File: src/vdc_defs.vh
// constants for the video dram port controller
`ifndef VDC_DEFS_VH
`define VDC_DEFS_VH
// ---------------------------------------------------------------
// register byte offsets
// ---------------------------------------------------------------
`define VDC_OFS_CTRL    4'h0
`define VDC_OFS_ADDR    4'h4
`define VDC_OFS_DATA    4'h8
`define VDC_OFS_STAT    4'hC
// ---------------------------------------------------------------
// control register fields
// ---------------------------------------------------------------
`define VDC_CT_GO       0
`define VDC_CT_OP_LO    1
`define VDC_CT_OP_HI    2
`define VDC_CT_MASKED   3
`define VDC_CT_BLOCK    4
`define VDC_CT_KEEPROW  5
`define VDC_CT_EDO      6
`define VDC_CT_BE_LO    7
`define VDC_CT_BE_HI    8
`define VDC_CT_MSK_LO   16
`define VDC_CT_MSK_HI   31
// ---------------------------------------------------------------
// address register fields
// ---------------------------------------------------------------
`define VDC_AD_COL_HI   8
`define VDC_AD_COL_LO   0
`define VDC_AD_ROW_HI   25
`define VDC_AD_ROW_LO   17
// ---------------------------------------------------------------
// operations
// ---------------------------------------------------------------
`define VDC_OP_READ     2'h0
`define VDC_OP_WRITE    2'h1
`define VDC_OP_RMW      2'h2
`define VDC_OP_LDMASK   2'h3
// ---------------------------------------------------------------
// timing: every strobe phase lasts this many clocks (40 ns each)
// ---------------------------------------------------------------
`define VDC_PHASE_NS    60
`define VDC_CLK_NS      40
`define VDC_PHASE_CYC   ((`VDC_PHASE_NS + `VDC_CLK_NS - 1) / `VDC_CLK_NS)
`define VDC_CNT_W       3
// ---------------------------------------------------------------
// axi response codes and widths
// ---------------------------------------------------------------
`define VDC_RESP_OKAY   2'h0
`define VDC_RESP_SLVERR 2'h2
`define VDC_DW          16
`define VDC_AW          9
`endif

File: src/vdc_controller.v
// host-side strobe sequencer for a dual-port video dram port
// Behaviour
// - controller holds special-function select at both strobe falls.
// - read, write and rmw may mix freely within one open page.
// - write-strobe low at row fall selects per-bit mask on data pins.
// - block writes carry column mask on data pins at column time.
// - load-mask cycle: select high at row, low at column.
`timescale 1ns/1ps
`include "vdc_defs.vh"
module vdc_controller (
   input  wire        clk,
   input  wire        nrst,
   input  wire [3:0]  awaddr,
   input  wire        awvalid,
   output wire        awready,
   input  wire [31:0] wdata,
   input  wire [3:0]  wstrb,
   input  wire        wvalid,
   output wire        wready,
   output wire [1:0]  bresp,
   output wire        bvalid,
   input  wire        bready,
   input  wire [3:0]  araddr,
   input  wire        arvalid,
   output wire        arready,
   output wire [31:0] rdata,
   output wire [1:0]  rresp,
   output wire        rvalid,
   input  wire        rready,
   output reg         rowStrobeN,
   output reg         colStrobeN,
   output reg  [1:0]  byteWriteStrobeN,
   output reg         transferOutputEnableN,
   output reg         specialFunctionSelect,
   output reg  [8:0]  addressIn,
   output reg  [15:0] dataOut,
   output reg         dataOe,
   input  wire [15:0] dataIn
);
   // ---------------------------------------------------------------
   // states
   // ---------------------------------------------------------------
   localparam ST_IDLE  = 3'h0;
   localparam ST_ROW   = 3'h1;
   localparam ST_COL   = 3'h2;
   localparam ST_WRITE = 3'h3;
   localparam ST_COLHI = 3'h4;
   localparam ST_ROWHI = 3'h5;

   wire [31:0] ctrlWord;
   wire [31:0] addrWord;
   wire [31:0] dataWord;
   wire        goPulse;
   wire [31:0] statWord;

   reg [2:0]              state_reg;
   reg [2:0]              state_next;
   reg [`VDC_CNT_W-1:0]   cnt_reg;
   reg                    pageOpen_reg;
   reg [8:0]              openRow_reg;
   reg [15:0]             readData_reg;
   reg                    busy_reg;
   reg                    start_reg;
   reg                    reopen_reg;
   reg [1:0]              op;
   reg                    phaseDone;

   wire [1:0] opSel    = ctrlWord[`VDC_CT_OP_HI:`VDC_CT_OP_LO];
   wire [1:0] byteEn   = {ctrlWord[`VDC_CT_BE_HI], ctrlWord[`VDC_CT_BE_LO]};
   wire [8:0] rowAddr  = addrWord[`VDC_AD_ROW_HI:`VDC_AD_ROW_LO];
   wire [8:0] colAddr  = addrWord[`VDC_AD_COL_HI:`VDC_AD_COL_LO];
   wire [15:0] wrMask  = ctrlWord[`VDC_CT_MSK_HI:`VDC_CT_MSK_LO];

   vdc_axi_slave uSlave (
      .clk      (clk),
      .nrst     (nrst),
      .awaddr   (awaddr),
      .awvalid  (awvalid),
      .awready  (awready),
      .wdata    (wdata),
      .wstrb    (wstrb),
      .wvalid   (wvalid),
      .wready   (wready),
      .bresp    (bresp),
      .bvalid   (bvalid),
      .bready   (bready),
      .araddr   (araddr),
      .arvalid  (arvalid),
      .arready  (arready),
      .rdata    (rdata),
      .rresp    (rresp),
      .rvalid   (rvalid),
      .rready   (rready),
      .ctrlWord (ctrlWord),
      .addrWord (addrWord),
      .dataWord (dataWord),
      .goPulse  (goPulse),
      .statWord (statWord)
   );

   assign statWord = {readData_reg, 6'h0, openRow_reg[7:0],
                      pageOpen_reg, busy_reg};

   // write mode is set at row fall: mask enable on write strobes
   function rowSelectMask;
      input masked;
      input isWrite;
      begin
         rowSelectMask = masked && isWrite;
      end
   endfunction

   // load-mask and read cycles keep the write strobes high at row
   wire maskSel = rowSelectMask(ctrlWord[`VDC_CT_MASKED],
                                op == `VDC_OP_WRITE || op == `VDC_OP_RMW);

   // ---------------------------------------------------------------
   // next state
   // ---------------------------------------------------------------
   always @* begin
      op = opSel;
      phaseDone = (cnt_reg == (`VDC_PHASE_CYC - 1));
      state_next = state_reg;
      case (state_reg)
         ST_IDLE: begin
            if (start_reg) begin
               // reuse open page for any cycle type except load-mask
               if (pageOpen_reg && rowAddr == openRow_reg &&
                   op != `VDC_OP_LDMASK)
                  state_next = ST_COL;
               else if (pageOpen_reg)
                  state_next = ST_ROWHI;
               else
                  state_next = ST_ROW;
            end
         end
         ST_ROW:   if (phaseDone) state_next = ST_COL;
         ST_COL: begin
            if (phaseDone)
               state_next = (op == `VDC_OP_READ) ? ST_COLHI : ST_WRITE;
         end
         ST_WRITE: if (phaseDone) state_next = ST_COLHI;
         ST_COLHI: begin
            if (phaseDone)
               state_next = (ctrlWord[`VDC_CT_KEEPROW] &&
                             op != `VDC_OP_LDMASK) ? ST_IDLE : ST_ROWHI;
         end
         ST_ROWHI: if (phaseDone) state_next = reopen_reg ? ST_ROW : ST_IDLE;
         default:  state_next = ST_IDLE;
      endcase
   end

   // ---------------------------------------------------------------
   // sequencer and pin drive
   // ---------------------------------------------------------------
   always @(posedge clk) begin
      if (!nrst) begin
         state_reg <= ST_IDLE;
         cnt_reg <= {`VDC_CNT_W{1'b0}};
         pageOpen_reg <= 1'b0;
         openRow_reg <= 9'h000;
         readData_reg <= 16'h0000;
         busy_reg <= 1'b0;
         start_reg <= 1'b0;
         reopen_reg <= 1'b0;
         rowStrobeN <= 1'b1;
         colStrobeN <= 1'b1;
         byteWriteStrobeN <= 2'h3;
         transferOutputEnableN <= 1'b1;
         specialFunctionSelect <= 1'b0;
         addressIn <= 9'h000;
         dataOut <= 16'h0000;
         dataOe <= 1'b1;
      end else begin
         state_reg <= state_next;
         cnt_reg <= (state_next != state_reg) ? {`VDC_CNT_W{1'b0}}
                    : cnt_reg + 1'b1;
         // start a clock after go, once the control word has landed
         start_reg <= goPulse && !busy_reg;
         if (goPulse && !busy_reg)
            busy_reg <= 1'b1;
         case (state_next)
            ST_ROW: if (state_reg != ST_ROW) begin
               // row fall: select and write strobes set the mode
               rowStrobeN <= 1'b0;
               addressIn <= rowAddr;
               openRow_reg <= rowAddr;
               pageOpen_reg <= 1'b1;
               specialFunctionSelect <= (op == `VDC_OP_LDMASK);
               transferOutputEnableN <= 1'b1;
               byteWriteStrobeN <= maskSel ? 2'h0 : 2'h3;
               // mask on data pins; ignored in persistent mode
               dataOut <= wrMask;
               dataOe <= !maskSel;
            end
            ST_COL: if (state_reg != ST_COL) begin
               byteWriteStrobeN <= 2'h3;
               colStrobeN <= 1'b0;
               // full column address driven, block writes included
               addressIn <= colAddr;
               // block or load-mask chosen at column fall
               specialFunctionSelect <= ctrlWord[`VDC_CT_BLOCK] &&
                                        op == `VDC_OP_WRITE;
               transferOutputEnableN <= !(op == `VDC_OP_READ ||
                                          op == `VDC_OP_RMW);
               dataOe <= 1'b1;
            end
            ST_WRITE: if (state_reg != ST_WRITE) begin
               // data or column mask driven at the same edge as write fall
               transferOutputEnableN <= 1'b1;
               dataOut <= dataWord[15:0];
               dataOe <= 1'b0;
               byteWriteStrobeN <= ~byteEn;
               if (op == `VDC_OP_RMW)
                  readData_reg <= dataIn;
            end
            ST_COLHI: if (state_reg != ST_COLHI) begin
               // sample read data before releasing column
               if (op == `VDC_OP_READ)
                  readData_reg <= dataIn;
               colStrobeN <= 1'b1;
               byteWriteStrobeN <= 2'h3;
               transferOutputEnableN <= 1'b1;
               dataOe <= 1'b1;
            end
            ST_ROWHI: if (state_reg != ST_ROWHI) begin
               // reopen only when leaving idle for a new row
               reopen_reg <= (state_reg == ST_IDLE);
               rowStrobeN <= 1'b1;
               colStrobeN <= 1'b1;
               pageOpen_reg <= 1'b0;
               dataOe <= 1'b1;
            end
            ST_IDLE: if (state_reg != ST_IDLE) begin
               busy_reg <= 1'b0;
               specialFunctionSelect <= 1'b0;
            end
            default: busy_reg <= busy_reg;
         endcase
      end
   end
endmodule

File: src/vdc_axi_slave.v
// axi4-lite register slave for the video dram port controller
`timescale 1ns/1ps
`include "vdc_defs.vh"
module vdc_axi_slave (
   input  wire        clk,
   input  wire        nrst,
   input  wire [3:0]  awaddr,
   input  wire        awvalid,
   output wire        awready,
   input  wire [31:0] wdata,
   input  wire [3:0]  wstrb,
   input  wire        wvalid,
   output wire        wready,
   output reg  [1:0]  bresp,
   output reg         bvalid,
   input  wire        bready,
   input  wire [3:0]  araddr,
   input  wire        arvalid,
   output wire        arready,
   output reg  [31:0] rdata,
   output reg  [1:0]  rresp,
   output reg         rvalid,
   input  wire        rready,
   output reg  [31:0] ctrlWord,
   output reg  [31:0] addrWord,
   output reg  [31:0] dataWord,
   output wire        goPulse,
   input  wire [31:0] statWord
);
   reg        awHeld;
   reg [3:0]  awAddrHeld;
   reg        wHeld;
   reg [31:0] wDataHeld;
   reg [3:0]  wStrbHeld;
   wire       doWrite;

   // byte-lane merge
   function [31:0] mergeLanes;
      input [31:0] oldV;
      input [31:0] newV;
      input [3:0]  strb;
      integer i;
      begin
         for (i = 0; i < 4; i = i + 1) begin
            mergeLanes[i*8 +: 8] = strb[i] ? newV[i*8 +: 8]
                                           : oldV[i*8 +: 8];
         end
      end
   endfunction

   assign awready = !awHeld && !bvalid;
   assign wready  = !wHeld && !bvalid;
   assign arready = !rvalid;
   assign doWrite = awHeld && wHeld && !bvalid;
   assign goPulse = doWrite && (awAddrHeld == `VDC_OFS_CTRL) &&
                    wStrbHeld[0] && wDataHeld[`VDC_CT_GO];

   // ---------------------------------------------------------------
   // write channel
   // ---------------------------------------------------------------
   always @(posedge clk) begin
      if (!nrst) begin
         awHeld <= 1'b0;
         wHeld <= 1'b0;
         awAddrHeld <= 4'h0;
         wDataHeld <= 32'h0;
         wStrbHeld <= 4'h0;
         bvalid <= 1'b0;
         bresp <= `VDC_RESP_OKAY;
         ctrlWord <= 32'h0;
         addrWord <= 32'h0;
         dataWord <= 32'h0;
      end else begin
         if (awvalid && awready) begin
            awHeld <= 1'b1;
            awAddrHeld <= awaddr;
         end
         if (wvalid && wready) begin
            wHeld <= 1'b1;
            wDataHeld <= wdata;
            wStrbHeld <= wstrb;
         end
         if (doWrite) begin
            awHeld <= 1'b0;
            wHeld <= 1'b0;
            bvalid <= 1'b1;
            bresp <= `VDC_RESP_OKAY;
            case (awAddrHeld)
               `VDC_OFS_CTRL: ctrlWord <= mergeLanes(ctrlWord,
                                 wDataHeld & ~32'h1, wStrbHeld);
               `VDC_OFS_ADDR: addrWord <= mergeLanes(addrWord,
                                 wDataHeld, wStrbHeld);
               `VDC_OFS_DATA: dataWord <= mergeLanes(dataWord,
                                 wDataHeld, wStrbHeld);
               `VDC_OFS_STAT: bresp <= `VDC_RESP_OKAY;
               default:       bresp <= `VDC_RESP_SLVERR;
            endcase
         end else if (bvalid && bready) begin
            bvalid <= 1'b0;
         end
      end
   end

   // ---------------------------------------------------------------
   // read channel
   // ---------------------------------------------------------------
   always @(posedge clk) begin
      if (!nrst) begin
         rvalid <= 1'b0;
         rdata <= 32'h0;
         rresp <= `VDC_RESP_OKAY;
      end else if (arvalid && arready) begin
         rvalid <= 1'b1;
         rresp <= `VDC_RESP_OKAY;
         case (araddr)
            `VDC_OFS_CTRL: rdata <= ctrlWord;
            `VDC_OFS_ADDR: rdata <= addrWord;
            `VDC_OFS_DATA: rdata <= dataWord;
            `VDC_OFS_STAT: rdata <= statWord;
            default: begin
               rdata <= 32'h0;
               rresp <= `VDC_RESP_SLVERR;
            end
         endcase
      end else if (rvalid && rready) begin
         rvalid <= 1'b0;
      end
   end
endmodule

File: config.mk
export PLATFORM = sky130hd
export DESIGN_NAME = vdc_controller
export DESIGN_NICKNAME = d
export VERILOG_FILES = /design/src/vdc_controller.v /design/src/vdc_axi_slave.v
export VERILOG_INCLUDE_DIRS = /design/src
export SDC_FILE = /design/constraint.sdc
export NUM_CORES = 1
export LEC_CHECK = 0
export ABC_AREA = 1
export BUFFER_PORTS_ARGS = -buffer_cell sky130_fd_sc_hd__buf_2
export CAP_MARGIN = 20
export CORE_ASPECT_RATIO = 0.8
export CORE_MARGIN = 4
export CORE_UTILIZATION = 40
export DETAILED_ROUTE_END_ITERATION = 10
export GPL_ROUTABILITY_DRIVEN = 0
export HOLD_SLACK_MARGIN = 0.06
export MAX_ROUTING_LAYER = met4
export SETUP_SLACK_MARGIN = 0.2
export SLEW_MARGIN = 20
export SYNTH_ARGS = -nofsm -noshare
export SYNTH_HDL_FRONTEND = slang
export SYNTH_SLANG_ARGS = --single-unit
File: constraint.sdc
create_clock -name clk -period 2.3 [get_ports clk]
set_input_delay 0.69 -clock clk [delete_from_list [all_inputs] [get_ports clk]]
set_output_delay 0.69 -clock clk [all_outputs]
set_load 0.05 [all_outputs]
After elaboration in Yosys (flattened, before gate mapping)
Cells that the tools add are included.
Storage, ports and cells
  output and inout port bits: 73
  register bits after elaboration: 242
  logic and storage cells: 207
Operators by class
  reduce and logical (&&, ||, !) cells: 71
  multiplexer cells: 59
  bitwise gates (word level): 2
  $add $sub $neg: 1
  equality and inequality tests: 36
Operators by type and width (number)
  $pmux 32 s4: 1
  $mux 16: 6
  $pmux 16 s2: 2
  $reduce_and 3->1: 15
  $mux 3: 10
  $mux 1: 21
  $logic_and 1x1->1: 18
  $mux 9: 2
  $ne 2x2->1 const B: 9
  $pmux 3 s6: 1
  $pmux 9 s2: 1
  $eq 4x4->1 const B: 4
  $mux 2: 7
  $reduce_bool 2->1: 7
  $eq 3x2->1 const B: 4
  $eq 3x3->1 const B: 4
  $reduce_and 5->1: 2
  $eq 3x1->1 const B: 3
  $eq 9x9->1: 1
  $reduce_bool 3->1: 3
  $eq 4x3->1 const B: 2
  $logic_not 4->1: 2
  $pmux 2 s4: 1
  $reduce_and 4->1: 2
  other kinds (24): 41

Longest topological paths before layout
Gate-level depths: netlist (run 1).
  depth after elaboration: 9
  gate-level depth with buffers: 16
  mapped depth without buffers: 16

By module
Synthesis (run 1) repeated with hierarchy kept, for this count alone.
Unflattened totals
  cells, all modules: 1483
  area total of the unflattened synthesis: 10590.2 µm²
By module, submodules not included
  vdc_axi_slave: times used 1, cells an instance 993, area each 7074.3 µm²
  vdc_controller: times used 1, cells an instance 490, area each 3515.9 µm²

Least setup slack after synthesis (run 1)
OpenSTA, ideal clock, no wires.
  path type: register to register
  start point: reg uSlave.bvalid
  end point: reg uSlave.wDataHeld[10]
  setup slack: 0.167 ns
  library setup time: 0.116 ns
  arrival time: 2.017 ns
  period minus slack after synthesis: 2.133 ns
  stages on the path, launching flop included: 7
  data required time: 2.184 ns
  cell sequence: dfxtp_1 nor2_1 nand2_1 clkbuf_1 clkbuf_1 o21ai_0 nor2_1
On the way
  word-level cells in the longest chain between the ends: 3
Ends and longest elaborated chain
  from (decl): line vdc_axi_slave.v:15  | output reg bvalid,
  from (signal assigned): line vdc_axi_slave.v:68  | bvalid <= 1'b0;
  from (signal assigned): line vdc_axi_slave.v:86  | bvalid <= 1'b1;
  from (signal assigned): line vdc_axi_slave.v:99  | bvalid <= 1'b0;
  $logic_not 1->1: line vdc_axi_slave.v:52  | assign wready = !wHeld && !bvalid;
  $logic_and 1x1->1: line vdc_axi_slave.v:52
  net wready: line vdc_controller.v:19  | output wire wready,
  $logic_and 1x1->1: line vdc_axi_slave.v:78  | if (wvalid && wready) begin
  to (signal assigned): line vdc_axi_slave.v:80  | wDataHeld <= wdata;
  to (decl): line vdc_axi_slave.v:33  | reg [31:0] wDataHeld;
The timed path passes the listed nets, and every way through them passes these cells.
A chain may end at the register's enable or synchronous reset.

Final worst setup path (run 1)
  start point: reg cnt_reg[1]
  end point: reg readData_reg[7]
On the way
  word-level cells in the longest chain between the ends: 6
  elaborated cells on any way between the ends: 16
Ends and longest elaborated chain
  from (decl): line vdc_controller.v:58  | reg [`VDC_CNT_W-1:0] cnt_reg;
  from (signal assigned): line vdc_controller.v:159  | cnt_reg <= {`VDC_CNT_W{1'b0}};
  from (signal assigned): line vdc_controller.v:176  | cnt_reg <= (state_next != state_reg) ? {`VDC_CNT_W{1'b0}}
  $eq 3x1->1 (*): line vdc_controller.v:122  | phaseDone = (cnt_reg == (`VDC_PHASE_CYC - 1));
  $mux 3 (on tied branches)
  $pmux 3 s6 (*): line vdc_controller.v:124  | case (state_reg)
  $eq 3x3->1 or $eq 3x2->1 (tied branches): line vdc_controller.v:182  | case (state_next)
  $ne 2x2->1 (no source line) or $reduce_bool 2->1 (tied branches)
  $reduce_and 5->1 (no source line)
  to (signal assigned): line vdc_controller.v:215  | readData_reg <= dataIn;
  to (signal assigned): line vdc_controller.v:220  | readData_reg <= dataIn;
  to (decl): line vdc_controller.v:61  | reg [15:0] readData_reg;
Mark *: on every way between the ends. The rest lies on a longest branch, timed or not.

==> results of run 1 <==
layout make-up:
| class | instances | area [um2] | share of cell area, % |
|---|---|---|---|
| flip-flops and latches | 240 | 4840 | 37.08 |
| multi-input cells | 917 | 4770 | 36.54 |
| repair buffers | 209 | 1430 | 10.96 |
| inverters | 202 | 770.7 | 5.905 |
| clock buffers | 37 | 710.7 | 5.445 |
| well taps | 324 | 405.4 | 3.106 |
| clock inverters | 7 | 125.1 | 0.9587 |
power breakdown:
group          switching (mW)  internal [mW]
sequential              0.107           4.25
combinational           0.403          0.211
clock                    1.69           2.48
total                    2.20           6.94
Yosys cell counts, types with 5 or more instances:
cell / count
nand4_1: 20
clkbuf_1: 65
nand2_2: 5
dfxtp_1: 240
o221ai_1: 6
nor3_1: 7
o22ai_1: 49
inv_2: 5
inv_1: 195
nand3_1: 39
nand3b_1: 10
ha_1: 6
a21oi_1: 154
o21ai_0: 215
nor2_1: 179
nand2_1: 200
buf_2: 6
metal layers:
metal	vias up	global-route usage (%)	wire, um
met5	-	-	0
met4	0	5.506	737
met3	58	3.157	2107
met2	365	32.85	13790
met1	4622	32.69	15880
li1	5012	-	-
kinds of logic (layout without fill, tap and decap cells):
kind of cell | Yosys count | count (layout) | synth area share (%)
adder cells (fa/ha/maj) | 6 | 6 | 0.7314
flip-flops | 240 | 240 | 46.81
AO/OA/AOI/OAI | 430 | 431 | 22.00
buffers and inverters | 279 | 455 | 10.42
AND/OR/NAND/NOR | 474 | 476 | 19.82
other | 1 | 2 | 0.03654
XOR/XNOR | 2 | 2 | 0.1707
cells in the final DEF (no fill, tap or decap), types with 4 or more instances in the layout:
cell,n
clkbuf_8,4
buf_4,53
nor3_2,4
inv_1,186
nor2_2,11
o22ai_1,49
o21ai_0,203
nor3_1,4
dfxtp_2,10
dfxtp_4,6
buf_6,7
nand3_1,35
inv_2,10
o221ai_1,6
clkbuf_16,27
a21oi_1,152
nand2_1,177
buf_2,136
nor2_1,160
buf_12,9
nand3b_1,10
dfxtp_1,224
nand4_1,20
nand3_4,5
o21ai_1,12
nand2_4,5
inv_4,5
nor2_4,12
nand2_2,23
clkbuf_1,8
path summary, 6_finish.rpt:
check	start	to	slack, ps	depth (start not counted)
max reg2reg	cnt_reg[1]$_SDFF_PP0_	readData_reg[7]$_SDFFE_PN0P_	180	16
max	cnt_reg[1]$_SDFF_PP0_	readData_reg[7]$_SDFFE_PN0P_	180	16
min reg2reg	cnt_reg[0]$_SDFF_PP0_	cnt_reg[0]$_SDFF_PP0_	440	1
min	wdata[30]	uSlave.wDataHeld[30]$_SDFFE_PN0P_	400	3
metrics by stage:
stage | hold WS [ps] | cells | area (um2) | utilization (%) | setup WS [ps]
floorplan | 400.1 | 1433 | 10270 | - | 240.1
finish | 401.5 | 1936 | 13050 | 51.57 | 184.2
global placement | 415.2 | 1866 | 11520 | 45.52 | 24.34
CTS | 385.4 | 1923 | 12630 | 49.90 | 198.8
global route | 410.8 | 1936 | 13050 | 51.57 | 65.61
detailed placement | 422.4 | 1866 | 11520 | 45.52 | 10.78
repair_timing:
action | in CTS | in global routing
endpoints found under the setup margin | 57 | 69
setup buffers | 10 | 10
pin swaps | 14 | 41
hold buffers | 0 | 0
gates cloned | 3 | 3
resized for setup | 52 | 94
worst max-delay path, delay by kind of cell, from the launching register on:
kind	cells	cell delay, ps
fa+ha+maj	1	170
compound gates	1	230
buf+inv	4	290
simple gates	10	1010
flops	1	330
==> summary by stage, run 1 <==
Status
The flow ran to the end, and the final reports show no timing, DRC or antenna violations.

Global route
The pin count of the biggest net entering global routing is 53. The number of global-route vias before repair was 9,230. For this run, the total global-route usage over all layers was measured as 22.40%.

The number of antenna violations at the first check in global routing is 0. The first-pass GRT wire length is 49.89 mm. After global routing the overflow that remains totals 0.

Place
The wire-length estimate of the detail-placed layout is 22.54 mm. Input and output buffers added on the ports amount to 137.

Layout
For this run, the post-layout net count is 1,668. The fraction of layout cells with a size suffix above 1 is 22.08%. The number of antenna diodes is 0. The filler cells instantiated in the layout total 2,502. The layout overhead on the synthesized area is 27.16%.

Synthesis
After synthesis, flip-flops and latches occupy 46.81% of the total area. In this run, synthesis inferred 0 flip-flops with an integrated enable. The number of warnings issued by yosys is 0. A synthesized cell averages 7.167 um2. The number of distinct library cells after synthesis is 38. Of all cell types, the one taking the most synthesized area is dfxtp_1.

Sorting the synthesized cells by area gives the leading types as dfxtp_1, o21ai_0, a21oi_1, nand2_1, inv_1. After synthesis, the largest area contributor takes up 46.81% of total cell area. The summed instance area of the synthesized netlist is 0.01026 mm2.

The commonest register cell after synthesis is dfxtp_1. The share of async-settable or async-resettable flops after synthesis is 0%. Counting every instance in the synthesized netlist gives 1,432. The number of storage elements in the synthesis netlist is 240.

Worst setup path
Traced cell by cell, the critical path runs through inv_2 -> ha_4 -> nand2_8 -> nor2_4 -> nand2_2 -> nand2_4 -> inv_4 -> nand4_4 -> nor2_4 -> nand2_4 -> o21ai_4 -> buf_6 -> nand3_4 -> nand2_1 -> inv_1 -> nor2_1. Data on the critical path is required at its endpoint by 2770 ps. The worst setup path is captured at a register. The cell type of the slowest stage on the worst timing path is dfxtp_2. The setup path with the least slack is of type reg -> reg. Of all nets on the critical path, the largest fanout is 8. STA puts the critical path data arrival time at 2590 ps. STA classifies the critical path startpoint as a register.

On the worst path, the slowest cell contributes a delay of 330 ps.

Power
Power comes to 9.133 mW. The leakage power is 5.314 nW. For this design the ratio of total power to cell area is 699.8 mW/mm2. IR analysis of the VDD net gives a maximum drop of 568.4 uV.

Floorplan
The core region is 0.02531 mm2. Measured along the y axis, the die boundary spans 151.3 um. The die outline area is 0.02830 mm2. Measured along the x axis, the die boundary spans 187.1 um. For this configuration, the core starts out at a cell density of 40.55%. 140 I/O pins were placed.

In this run the core area contains 52 standard-cell rows.

Timing
Clock skew on the completed layout was measured at 19.00 ps. The final hold violation count is 0. Setup violations remaining at the end of the flow were counted as 0. The maximum clock frequency is 0.4726 GHz.

The final number of max-transition violations came to 0. Setup repair after global routing could not meet its margin everywhere. After layout, the worst path uses 91.99% of the clock period. The total negative slack for setup checks is 0 ps.

The worst path needs 2116 ps of the cycle, external delays included.

Routing
The wire length per cell is 16.79 um. The first TritonRoute pass finished after 6 iterations. In the routed design, unresolved DRC markers number 0. The routed via count divided by cell count is 5.195. The routed layout has 10,060 vias. For this block, the initial DRC count from the detailed router was 831. The routed design has 32.51 mm of wire. The final antenna-violating net count is 0.

CTS
CTS saw 240 sinks. The maximum buffer depth of the clock tree is 3. The later-pin clock latency in the skew report is 540 ps. The clock-pin slew reported for the worst setup and hold paths after clock tree synthesis is 60 ps.

The number of CTS-inserted buffers is 25. The maximum level of the CTS H-tree is 1. TritonCTS built the clock tree.

The clock tree root buffer cell is clkbuf_16.

Hold path
The tightest min-delay check is of the in -> reg type.

Flow run
Max-cap violations in this run came to 0.
No activity file was read; power rests on OpenSTA's default activity.
==> run 2: changes to the inputs <==
Settings changed: ABC_AREA 1 to not set, TNS_END_PERCENT set to 30.
==> summary by stage, run 2 <==
Routing
The total routed wirelength is 33.89 mm (was 32.51 mm). The first-iteration detailed-routing DRC count is 858 (was 831). The remaining design rule violation count is 0 (unchanged). The total number of vias is 9,866 (was 10,060).

The first-pass detailed-route iteration total is 5 (was 6). The final antenna-violating net count is 0 (unchanged). The routed via count divided by cell count is 5.543 (was 5.195). The wire length per cell is 19.04 um (was 16.79 um).

Timing
The final clock skew came to 10.88 ps (was 19.00 ps). The time the worst path needs with I/O delays and setup came to 2252 ps (was 2116 ps). The headroom to the max-slew limit is 55.54%.

The final number of max-transition violations was 0 (unchanged). The post-route clock period utilization is 97.93% (was 91.99%). The final hold violation count is 0 (unchanged). The slew at the pin with the worst max-slew slack is 666.0 ps. RSZ-0062 raised after global routing: true (unchanged). The maximum clock frequency is 0.4440 GHz (was 0.4726 GHz). The number of endpoints failing setup at the final stage came to 0 (unchanged). The final hold slack came to 349.2 ps (was 401.5 ps).

CTS
The number of buffers inserted by hold repair at cts was 0 (unchanged). The maximum buffer depth of the clock tree is 3 (unchanged). The later-pin clock latency in the skew report is 530 ps (was 540 ps). The number of CTS-inserted buffers is 26 (was 25).

The clock tree root buffer cell is clkbuf_16 (unchanged). The CTS tree is built (unchanged). The maximum level of the CTS H-tree is 1 (unchanged).

The total clock sinks is 240 (unchanged). The clock-pin slew reported for the worst setup and hold paths after clock tree synthesis is 60 ps (about the same).

Power
The fraction of power consumed by the clock network is 45.9% (was 45.6%). The switching power share of the total came to 24.28% (was 24.05%). The reported net switching power is 2.208 mW (was 2.196 mW). The internal power is 6.887 mW (was 6.937 mW). The power per standard cell area is 676.2 mW/mm2 (was 699.8 mW/mm2).

The leakage power is 5.032 nW (was 5.314 nW). The combinational share of power was 6.4% (was 6.7%). The sequential power share is 47.7% (about the same). The peak ir drop on the vdd network came to 483.8 uV (was 568.4 uV).

Place
The area after detailed placement came to 0.01206 mm2 (was 0.01152 mm2). The quantity of I/O buffers inserted on ports was 137 (unchanged). The half-perimeter wire length after placement is 23.88 mm (was 22.54 mm).

Layout
The commonest non-fill, non-tap cell in the layout is nand2_1 (was dfxtp_1). Commonest cells after routing, fill and taps aside: nand2_1, dfxtp_1, a21oi_1, buf_2, nand3_1 (was dfxtp_1, o21ai_0, inv_1, nand2_1, nor2_1). The fraction of layout cells with a size suffix above 1 is 25.61% (was 22.08%). The number of nets in the layout is 1,482 (was 1,668). The total of fill cells in the finished design is 2,462 (was 2,502). The number of antenna diodes is 0 (unchanged).

The final instance area is 0.01345 mm2 (was 0.01305 mm2). The layout overhead on the synthesized area is 28.48% (was 27.16%).

Flow run
The max-cap check violation count is 0 (unchanged).

Synthesis
The commonest register cell after synthesis is dfxtp_1 (unchanged). The cell count after synthesis came to 1,242 (was 1,432). The share of async-settable or async-resettable flops after synthesis came to 0% (unchanged).

The number of distinct library cells after synthesis is 64 (was 38). Most common library cells after synthesis: nand2_1, dfxtp_1, a21oi_1 (was dfxtp_1, o21ai_0, nand2_1). The most frequent cell after synthesis is nand2_1 (was dfxtp_1). The number of storage elements in the synthesis netlist is 240 (unchanged). The fraction of post-synthesis cell area in the top cell type by area is 45.90% (was 46.81%). The summed instance area of the synthesized netlist is 0.01047 mm2 (was 0.01026 mm2). The number of warnings issued by yosys is 0 (unchanged). The share of synthesized area occupied by flip-flops and latches is 45.90% (was 46.81%). The number of enable flip-flop cells after synthesis came to 0 (unchanged). Cell types occupying the most area after synthesis: dfxtp_1, nand2_1, a21oi_1, nand3_1, mux2i_1 (was dfxtp_1, o21ai_0, a21oi_1, nand2_1, inv_1).

The cell type contributing the most total cell area after synthesis is dfxtp_1 (unchanged). The average instance area after synthesis came to 8.428 um2 (was 7.167 um2).

Floorplan
The overall die width is 188.9 um (was 187.1 um). The core outline area is 0.02550 mm2 (was 0.02531 mm2). The effective utilization at floorplan came to 41.04% (was 40.55%). The vertical die dimension was 152.7 um (was 151.3 um).

The die outline area is 0.02884 mm2 (was 0.02830 mm2). The number of top-level pins is 140 (unchanged). The total number of placement rows is 52 (unchanged).

Global route
The first-pass GRT wire length came to 52.14 mm (was 49.89 mm). The number of global-route vias before repair was 9,080 (was 9,230). The pin count of the biggest net entering global routing is 62 (was 53). The number of antenna violations at the first check in global routing is 0 (unchanged).

The total congestion overflow is 0 (unchanged). The overall routing resource usage came to 22.85% (was 22.40%).

Worst setup path
The classification of the worst setup path is reg -> reg (unchanged). The type of destination of the critical path is a register (unchanged). The worst endpoint data arrival time came to 2700 ps (was 2590 ps). The critical path startpoint category is a register (unchanged). The register-to-register setup slack was 50 ps (was 180 ps). The data required time at the worst endpoint is 2750 ps (was 2770 ps).

The worst reg-to-reg path cell count came to 10 (was 16). The largest fanout on the critical path is 5 (was 8).

Hold path
The number of cells on the worst hold path came to 2 (was 3). The worst hold path class is in -> reg (unchanged).

Status
Status: finished, final reports clean (unchanged).
==> run 2: final timing paths <==
check,startpoint,endpoint
worst max register to register,uSlave.ctrlWord[2]$_SDFFE_PN0P_,addressIn[5]$_SDFFE_PN0P_
worst min register to register,cnt_reg[0]$_SDFF_PP0_,cnt_reg[0]$_SDFF_PP0_
worst max-delay path,uSlave.ctrlWord[2]$_SDFFE_PN0P_,addressIn[5]$_SDFFE_PN0P_
worst min-delay path,rready,uSlave.rvalid$_SDFFE_PN0P_
==> run 2: kinds of logic after synthesis <==
kind of cell | after synthesis | synth area share, %
fa+ha+maj | 6 | 0.7172
xor+xnor | 11 | 0.9204
compound gates | 350 | 22.28
other cells | 1 | 0.03583
flops | 240 | 45.90
simple gates | 473 | 20.62
buf+inv | 109 | 4.554
mux | 52 | 4.973
==> run 2: what timing repair did <==
action | CTS | global route
pin swaps | 6 | 16
buffers inserted | 5 | 11
gates resized for setup | 30 | 38
gates cloned | 2 | 3
setup endpoints to repair | 61 | 159
==> run 2: critical path: stages (launching register included) <==
cell,delay (ps)
dfxtp_4,370
ha_4,170
nand2b_4,140
nor4_4,190
buf_4,180
nand4_1,190
a221oi_2,300
buf_4,200
buf_2,160
nor2_1,60
a221oi_2,190
==> run 2: metal layers <==
metal  up-vias  global-route usage, %  part of all wire [%]
met1      4634                  34.86                    49
li1       4752                      -                     -
met2       431                  31.32                    41
met4         0                  3.954                   1.5
met3        49                  4.718                   8.9
met5         -                      -                     0
==> run 2: stage by stage <==
stage	utilization [%]	setup TNS, ps	power, mW	worst slack, ps	cells
after floorplan	-	0	4.743	104.4	1243
after global routing	52.73	-321.1	9.393	-42.23	1780
final	52.73	0	9.095	47.69	1780
after CTS	51.64	0	9.158	100.8	1766
after global placement	47.29	0	4.982	42.96	1711
after detailed placement	47.29	-452.0	4.987	-30.13	1711
==> run 2: layout make-up <==
type	instances	area, um2	share of cell area (%)
clock buffers	40	783.3	5.824
clock inverters	8	80.08	0.5954
inverters	8	35.03	0.2605
multi-input cells	894	5542	41.20
flip-flops and latches	240	4820	35.84
well taps	351	439.2	3.265
repair buffers	239	1750	13.02
==> run 2: power by group through the flow <==
stage	registers, mW	logic (mW)	clock network, mW
6_report	4.34	0.583	4.17
2_1_floorplan	4.41	0.336	0
3_5_place_dp	4.43	0.560	0
5_1_grt	4.35	0.641	4.41
4_1_cts	4.34	0.578	4.24
3_3_place_gp	4.43	0.556	0
